--- config.mk ---
export PLATFORM = sky130hd
export DESIGN_NAME = plsd_top
export DESIGN_NICKNAME = d
export VERILOG_FILES = /design/src/plsd_pkg.sv /design/src/plsd_port_led.sv /design/src/plsd_top.sv
export VERILOG_INCLUDE_DIRS = /design/src
export SDC_FILE = /design/constraint.sdc
export NUM_CORES = 1
export LEC_CHECK = 0
export BUFFER_PORTS_ARGS = -buffer_cell sky130_fd_sc_hd__clkbuf_2
export CELL_PAD_IN_SITES_DETAIL_PLACEMENT = 0
export CELL_PAD_IN_SITES_GLOBAL_PLACEMENT = 2
export CORE_UTILIZATION = 25
export DETAILED_ROUTE_END_ITERATION = 16
export GPL_TIMING_DRIVEN = 0
export PLACE_DENSITY_LB_ADDON = 0.1
export SYNTH_ARGS = -nofsm -noshare
export SYNTH_HDL_FRONTEND = slang
export SYNTH_HIERARCHICAL = 1
export SYNTH_SLANG_ARGS = --single-unit
export TNS_END_PERCENT = 30
--- constraint.sdc ---
create_clock -name clk -period 8.4 [get_ports clk]
set_input_delay 1.68 -clock clk [delete_from_list [all_inputs] [get_ports clk]]
set_output_delay 1.68 -clock clk [all_outputs]
set_load 0.03 [all_outputs]
--- src/plsd_cfg.svh ---
// Constants for the port status indicator block
`ifndef PLSD_CFG_SVH
`define PLSD_CFG_SVH
// ----------------------------------------
// Geometry
// ----------------------------------------
`define PLSD_PORTS 8
// ----------------------------------------
// Timing (clk = 50 MHz)
// ----------------------------------------
`define PLSD_CLK_HZ 50000000
`define PLSD_COL_STRETCH_MS 10
`define PLSD_COL_STRETCH_CYC ((`PLSD_CLK_HZ / 1000) * `PLSD_COL_STRETCH_MS)
`define PLSD_BLINK_SLOW_CYC 5000000
`define PLSD_BLINK_FAST_CYC 1250000
`define PLSD_UTIL_WIN_CYC 2500000
`define PLSD_UTIL_HEAVY 1024
`define PLSD_MDC_MAX_HZ 3000000
// Shortest legal management clock period in clk cycles, rounded down so a clock
// running exactly at the limit is never flagged
`define PLSD_MDC_MIN_PERIOD_CYC (`PLSD_CLK_HZ / `PLSD_MDC_MAX_HZ)
// ----------------------------------------
// Modes (MODE pins)
// ----------------------------------------
`define PLSD_MODE_RMII 3'h1
`define PLSD_MODE_SMII 3'h2
`endif

--- src/plsd_pkg.sv ---
// Types for the port status indicator block
package plsd_pkg;
    // Status of one port as seen by the indicator logic
    typedef struct packed {
        logic link_up;
        logic speed_100;
        logic activity;
        logic collision;
    } plsd_port_s;

    typedef struct packed {
        logic link_activity_indicator_n;
        logic speed_indicator_n;
        logic collision_indicator_n;
    } plsd_led_s;

    typedef enum logic [1:0] {
        PLSD_MD_IDLE = 2'b00,
        PLSD_MD_HIGH = 2'b01,
        PLSD_MD_LOW = 2'b11
    } plsd_mdc_e;
endpackage

--- src/plsd_port_led.sv ---
// Indicator logic for a single port
`include "plsd_cfg.svh"
module plsd_port_led (
    input wire logic clk,
    input wire logic sys_rst,
    input wire logic stretch_en,
    input wire logic blink_tick_slow,
    input wire logic blink_tick_fast,
    input wire logic util_window_end,
    input wire plsd_pkg::plsd_port_s port_status,
    output plsd_pkg::plsd_led_s leds
);
    import plsd_pkg::*;

    logic [10:0] act_count;
    logic heavy;
    logic act_seen;
    logic blink_phase;
    logic [$clog2(`PLSD_COL_STRETCH_CYC)-1:0] col_count;
    logic col_on;

    // ----------------------------------------
    // Utilisation measure
    // ----------------------------------------
    // Activity cycles are counted per window; saturates so a busy port stays heavy
    always_ff @(posedge clk) begin
        if (sys_rst || util_window_end) begin
            act_count <= 11'h000;
        end else if (port_status.activity && act_count != 11'h7FF) begin
            act_count <= act_count + 11'h001;
        end
    end

    always_ff @(posedge clk) begin
        if (sys_rst) begin
            heavy <= 1'b0;
            act_seen <= 1'b0;
        end else if (util_window_end) begin
            heavy <= (act_count >= 11'(`PLSD_UTIL_HEAVY));
            act_seen <= (act_count != 11'h000) || port_status.activity;
        end else if (port_status.activity) begin
            act_seen <= 1'b1;
        end
    end

    // Blink phase runs faster when the link is heavily used
    always_ff @(posedge clk) begin
        if (sys_rst || !port_status.link_up || !act_seen) begin
            blink_phase <= 1'b0;
        end else if (heavy ? blink_tick_fast : blink_tick_slow) begin
            blink_phase <= ~blink_phase;
        end
    end

    // ----------------------------------------
    // Collision stretch
    // ----------------------------------------
    // A new collision restarts the full stretch period
    always_ff @(posedge clk) begin
        if (sys_rst || !stretch_en) begin
            col_count <= '0;
            col_on <= 1'b0;
        end else if (port_status.collision) begin
            col_count <= ($clog2(`PLSD_COL_STRETCH_CYC))'(`PLSD_COL_STRETCH_CYC - 1);
            col_on <= 1'b1;
        end else if (col_count != '0) begin
            col_count <= col_count - 1'b1;
        end else begin
            col_on <= 1'b0;
        end
    end

    // ----------------------------------------
    // Output registers, active low
    // ----------------------------------------
    always_ff @(posedge clk) begin
        if (sys_rst) begin
            leds <= '{1'b1, 1'b1, 1'b1};
        end else begin
            // Off without link; low with link, blinked off during activity
            leds.link_activity_indicator_n <= !port_status.link_up || blink_phase;
            leds.speed_indicator_n <= !port_status.speed_100;
            leds.collision_indicator_n <= !col_on;
        end
    end
endmodule

--- src/plsd_top.sv ---
// Port status indicator driver and management clock timing for eight ports
// Functional notes
// - Each port's link/activity output is low while its link is good.
// - Link/activity output blinks at a rate set by the port's utilisation.
// - Speed output is low at 100 Mbps and high at 10 Mbps.
// - In RMII or SMII mode collisions pulse the output low, stretched 10 ms.
// - Management data is timed by the station-driven management clock only.
`include "plsd_cfg.svh"
module plsd_top (
    input wire logic clk,
    input wire logic sys_rst,
    input wire logic [2:0] mode,
    input wire plsd_pkg::plsd_port_s [`PLSD_PORTS-1:0] port_status,
    input wire logic mdc,
    input wire logic mdio_in,
    output logic mdio_out,
    output logic mdio_oe,
    output logic mdc_rise,
    output logic mdio_sample,
    output logic mdc_too_fast,
    output logic [`PLSD_PORTS-1:0] link_activity_indicator_n,
    output logic [`PLSD_PORTS-1:0] speed_indicator_n,
    output logic [`PLSD_PORTS-1:0] collision_indicator_n
);
    import plsd_pkg::*;

    localparam int SLOW_W = $clog2(`PLSD_BLINK_SLOW_CYC);
    localparam int FAST_W = $clog2(`PLSD_BLINK_FAST_CYC);
    localparam int WIN_W = $clog2(`PLSD_UTIL_WIN_CYC);

    // Synchronised straps
    logic [2:0] mode_s1;
    logic [2:0] mode_s2;
    logic stretch_en;

    // Shared timebase
    logic [SLOW_W-1:0] slow_count;
    logic [FAST_W-1:0] fast_count;
    logic tick_slow;
    logic tick_fast;
    logic [WIN_W-1:0] win_count;
    logic win_end;

    // Management clock watch
    logic mdc_s1;
    logic mdc_s2;
    logic mdc_d;
    logic mdio_s1;
    logic mdio_s2;
    plsd_mdc_e md_state;
    logic [7:0] phase_count;

    // Per-port outputs
    plsd_led_s [`PLSD_PORTS-1:0] leds;

    // ----------------------------------------
    // Pin synchronisers
    // ----------------------------------------
    // Mode pins are straps but still pass two stages before use
    always_ff @(posedge clk) begin
        if (sys_rst) begin
            mode_s1 <= 3'h0;
            mode_s2 <= 3'h0;
        end else begin
            mode_s1 <= mode;
            mode_s2 <= mode_s1;
        end
    end

    // Stretch only applies in the reduced and serial interface modes
    // Registered once more so the enable never glitches while the strap settles
    always_ff @(posedge clk) begin
        if (sys_rst) begin
            stretch_en <= 1'b0;
        end else begin
            stretch_en <= (mode_s2 == `PLSD_MODE_RMII) || (mode_s2 == `PLSD_MODE_SMII);
        end
    end

    // ----------------------------------------
    // Shared blink and window timebase
    // ----------------------------------------
    // One divider for all ports keeps their blinks in step and saves area
    always_ff @(posedge clk) begin
        if (sys_rst || slow_count == SLOW_W'(`PLSD_BLINK_SLOW_CYC - 1)) begin
            slow_count <= '0;
        end else begin
            slow_count <= slow_count + 1'b1;
        end
    end

    // Own fast divider: the fast rate is four times the slow one but is counted separately
    always_ff @(posedge clk) begin
        if (sys_rst || fast_count == FAST_W'(`PLSD_BLINK_FAST_CYC - 1)) begin
            fast_count <= '0;
        end else begin
            fast_count <= fast_count + 1'b1;
        end
    end

    always_comb begin
        tick_slow = (slow_count == SLOW_W'(`PLSD_BLINK_SLOW_CYC - 1));
        tick_fast = (fast_count == FAST_W'(`PLSD_BLINK_FAST_CYC - 1));
        win_end = (win_count == WIN_W'(`PLSD_UTIL_WIN_CYC - 1));
    end

    always_ff @(posedge clk) begin
        if (sys_rst || win_end) begin
            win_count <= '0;
        end else begin
            win_count <= win_count + 1'b1;
        end
    end

    // ----------------------------------------
    // Management clock timing
    // ----------------------------------------
    // The device never drives the clock; it only samples it and the data pin
    always_ff @(posedge clk) begin
        if (sys_rst) begin
            mdc_s1 <= 1'b1;
            mdc_s2 <= 1'b1;
            mdc_d <= 1'b1;
            mdio_s1 <= 1'b1;
            mdio_s2 <= 1'b1;
        end else begin
            mdc_s1 <= mdc;
            mdc_s2 <= mdc_s1;
            mdc_d <= mdc_s2;
            mdio_s1 <= mdio_in;
            mdio_s2 <= mdio_s1;
        end
    end

    // Data is captured only on the management clock's rising edge
    always_ff @(posedge clk) begin
        if (sys_rst) begin
            mdc_rise <= 1'b0;
            mdio_sample <= 1'b1;
        end else begin
            mdc_rise <= mdc_s2 && !mdc_d;
            if (mdc_s2 && !mdc_d) begin
                mdio_sample <= mdio_s2;
            end
        end
    end

    // ----------------------------------------
    // Overspeed watch
    // ----------------------------------------
    // Rising edge to rising edge shorter than the limit flags overspeed
    // A whole period is judged, since the station may run any duty cycle
    always_ff @(posedge clk) begin
        if (sys_rst) begin
            md_state <= PLSD_MD_IDLE;
            phase_count <= 8'h00;
            mdc_too_fast <= 1'b0;
        end else begin
            case (md_state)
                PLSD_MD_IDLE: begin
                    // The first rising edge only starts a period; nothing before it is measured
                    phase_count <= 8'h00;
                    if (mdc_s2 && !mdc_d) begin
                        md_state <= PLSD_MD_HIGH;
                    end
                end
                PLSD_MD_HIGH: begin
                    if (!mdc_s2 && mdc_d) begin
                        md_state <= PLSD_MD_LOW;
                    end
                    if (phase_count != 8'hFF) begin
                        phase_count <= phase_count + 8'h01;
                    end
                end
                PLSD_MD_LOW: begin
                    if (mdc_s2 && !mdc_d) begin
                        // Sticky until reset so a single short period is not missed
                        if (phase_count < 8'(`PLSD_MDC_MIN_PERIOD_CYC - 1)) begin
                            mdc_too_fast <= 1'b1;
                        end
                        phase_count <= 8'h00;
                        md_state <= PLSD_MD_HIGH;
                    end else if (phase_count != 8'hFF) begin
                        phase_count <= phase_count + 8'h01;
                    end
                end
                default: begin
                    md_state <= PLSD_MD_IDLE;
                end
            endcase
        end
    end

    // ----------------------------------------
    // Management data pin
    // ----------------------------------------
    // Read data path is not part of this block; keep the pin released
    always_comb begin
        mdio_out = 1'b1;
        mdio_oe = 1'b0;
    end

    // ----------------------------------------
    // Per-port indicators
    // ----------------------------------------
    for (genvar p = 0; p < `PLSD_PORTS; p++) begin : g_port
        plsd_port_led u_port (
            .clk(clk),
            .sys_rst(sys_rst),
            .stretch_en(stretch_en),
            .blink_tick_slow(tick_slow),
            .blink_tick_fast(tick_fast),
            .util_window_end(win_end),
            .port_status(port_status[p]),
            .leds(leds[p])
        );
        assign link_activity_indicator_n[p] = leds[p].link_activity_indicator_n;
        assign speed_indicator_n[p] = leds[p].speed_indicator_n;
        assign collision_indicator_n[p] = leds[p].collision_indicator_n;
    end
endmodule

==> impl_metrics.ini <==
[global_routing]
grt_max_degree = 46
antenna_found_initial = 0
overflow = 0
grt_usage = 0.121
grt_first_pass_wirelength_um = 75300
grt_pass1_vias = 14700

[synthesis]
synth_warnings = 6
synth_top_family_by_area = simple AND/OR/NAND/NOR gates
syn_nets = 2136
synthSimpleGateAreaFrac = 0.302
postSynthAreaPerCell_um2 = 8.92
syn_area_um2 = 18400
synth_seq_cells = 387
synth_fa_ha_area_frac = 0.0266
ys_types = 69
synth_top_flop_cell = dfxtp_1
async_flop_share = 0
synthCells = 2058
synth_xor_area_frac = 0.0687
muxShareOfSynthArea = 0.0234
synth-seq-area-share = 0.422
synth_edf_count = 0
synth_compound_area_frac = 0.128

[clock_network]
clk_pin_slew_ns = 0.05
cts_buffer_depth = 3
clkLatencyLatePin_ns = 0.59
cts_hold_buf = 0
cts-buffers-inserted = 51
ctsRootBufferMaster = clkbuf_16
cts_max_level = 2
cts-resized-gates = 0
post-cts-setup-buffers = 0
clock_sinks = 387
cts_tree = done

[placed_design]
placedCellCount = 3068
place_hpwl_um = 30100
portBuffers = 57
gp_congestion = 0.734
postPlaceCellArea_um2 = 19900

[timing]
min_period_ns = 2.87
final_max_slew_viol_count = 0
slew_headroom = 0.284
hold_viol = 0
skew_ns = 0.0203
setup_tns_ns = 0
worst-slew-pin-transition_ns = 1.07
fmax_mhz = 349
finalSetupViolCount = 0
fin_crit_sh = 0.342
timing.hold.ws_ns = 0.394
grt_setup_unrepaired = false

[drt]
wl_met3_um = 1310
drc = 0
num_vias = 14900
viasPerCell = 4.71
wl_um = 44900
drt_iter0_drc = 703
met1_length_um = 21800
route.met2.wl_um = 20700
ant_nets = 0
avgRoutedWirePerCell_um = 14.2
dr.pass1.iters = 4
top_layer = met4

[layout]
final_common_cell = dfxtp_1
layout_common_cells = 387 x dfxtp_1, 256 x nor2_1, 139 x a21oi_1, 115 x nand2_1, 114 x xnor2_1
final_cells = 3159
post-route-util = 0.299
nFillCells = 7662
final_layout_size_suffix_gt1_frac = 0.138
final_nets = 2249
area_delta_synth_final_pct = 17.3
stdcell_area_um2 = 21500

[floorplanning]
fp.coreArea_um2 = 72100
io_pins = 68
die_h_um = 273
std_cell_rows = 98
dieArea_um2 = 74500
initial_core_util = 0.255
die_w_um = 273

[worst_setup_path]
critPathLaunchType = register
cpMaxStageDelayCell = nor2_1
worstPathArrival_ns = 3.36
critPathMaxStageDelay_ns = 0.74
reg2reg_depth = 6
cp_max_fo = 8
cp-end-kind = register
path_class = register to register
timing.critical_path.mode_cell = or4_1
crit_required_ns = 8.89
crit_chain = or4_1, or4_1, nor2_1, mux2i_1, xnor2_1, and4b_1

[pwr]
power.density_nw_per_um2 = 213
leakagePower_uw = 0.00787
ir_drop_v = 0.000123

[status]
status = finished clean

[hold_path]
holdPathStages = 1
hold_class = register to register

[flow_run]
cap_violations = 0
==> per-stage QoR <==
step / power [µW] / worst slack, ns
3_5_place_dp: 2480 / 4.88
2_1_floorplan: 2350 / 5.62
4_1_cts: 4710 / 5.38
5_1_grt: 4840 / 5.25
6_report: 4580 / 5.53
3_3_place_gp: 2480 / 3.29
==> worst max-delay path, delay by kind of cell (launching register included) <==
kind / cells / cell delay, ns
DFF: 1 / 0.34
and+or+nand+nor: 4 / 2.02
xor gates and xnor gates: 1 / 0.18
muxes: 1 / 0.23
==> metal layers <==
layer | global-route usage | vias to the layer above
met4 | 0.0385 | 0
met1 | 0.158 | 7026
met5 | 0 | -
met3 | 0.0205 | 64
li1 | - | 7636
met2 | 0.200 | 143
==> power breakdown <==
group / switching, µW / internal, µW
Sequential: 30.5 / 1870
Combinational: 292 / 236
Clock: 844 / 1300
Total: 1170 / 3410
==> final timing paths <==
path                                        start  slack, ns                                   endpoint
max                     fast_count[18]$_SDFF_PP0_       5.53  g_port[1].u_port/blink_phase$_SDFFE_PP0P_
min          g_port[3].u_port/col_on$_SDFFE_PP0P_       0.39        g_port[3].u_port/leds[0]$_SDFF_PP1_
max reg2reg             fast_count[18]$_SDFF_PP0_       5.53  g_port[1].u_port/blink_phase$_SDFFE_PP0P_
min reg2reg  g_port[3].u_port/col_on$_SDFFE_PP0P_       0.39        g_port[3].u_port/leds[0]$_SDFF_PP1_
==> kinds of logic after synthesis <==
logic type | count (synthesis)
flip-flops | 387
XOR/XNOR | 144
other | 2
AND/OR/NAND/NOR | 972
AO/OA/AOI/OAI | 339
adder cells (fa/ha/maj) | 39
buffers and inverters | 132
multiplexers | 43
==> registers in the layout, summed over array words and instances, names as in the netlist, 21 cells and up <==
signal	flops
g_port.u_port/col_count	152
win_count	22
g_port.u_port/act_count	88
slow_count	23
fast_count	21
g_port.u_port/leds	24
==> synthesized netlist by cell type, types with 9 or more instances <==
cell / count / share of area
a211oi_1: 33 / 0.013
a31oi_1: 18 / 0.0061
mux2i_1: 43 / 0.023
nor4b_1: 24 / 0.011
or3b_2: 24 / 0.011
dfxtp_1: 387 / 0.42
or4_4: 25 / 0.015
xnor2_1: 114 / 0.054
and2_1: 11 / 0.0037
nor4_1: 48 / 0.016
nand3_1: 75 / 0.020
nor3_1: 77 / 0.021
o31ai_1: 9 / 0.0037
nor2_1: 257 / 0.053
or3_1: 46 / 0.016
o21ai_0: 30 / 0.0082
a21oi_1: 139 / 0.038
a21o_2: 16 / 0.0076
nand2_1: 115 / 0.024
or2_2: 29 / 0.0099
nor2b_1: 22 / 0.0075
ha_1: 39 / 0.027
and3_1: 60 / 0.020
clkbuf_1: 40 / 0.0082
o21ba_2: 18 / 0.0098
xor2_1: 30 / 0.014
nand2b_1: 43 / 0.015
or4_1: 15 / 0.0061
nand4_1: 31 / 0.011
a311oi_1: 16 / 0.0076
inv_1: 75 / 0.015
==> final cells by class <==
type	count	area [µm²]	area share
Antenna cell	1	2.50	0.000116
Buffer	49	214	0.00993
Clock buffer	81	1500	0.0696
Clock inverter	9	131	0.00610
Inverter	83	312	0.0145
Multi-Input combinational cell	1539	10100	0.469
Sequential cell	387	7750	0.360
Tap cell	950	1190	0.0552
Timing Repair Buffer	60	343	0.0159
No activity file was read; power rests on OpenSTA's default activity.
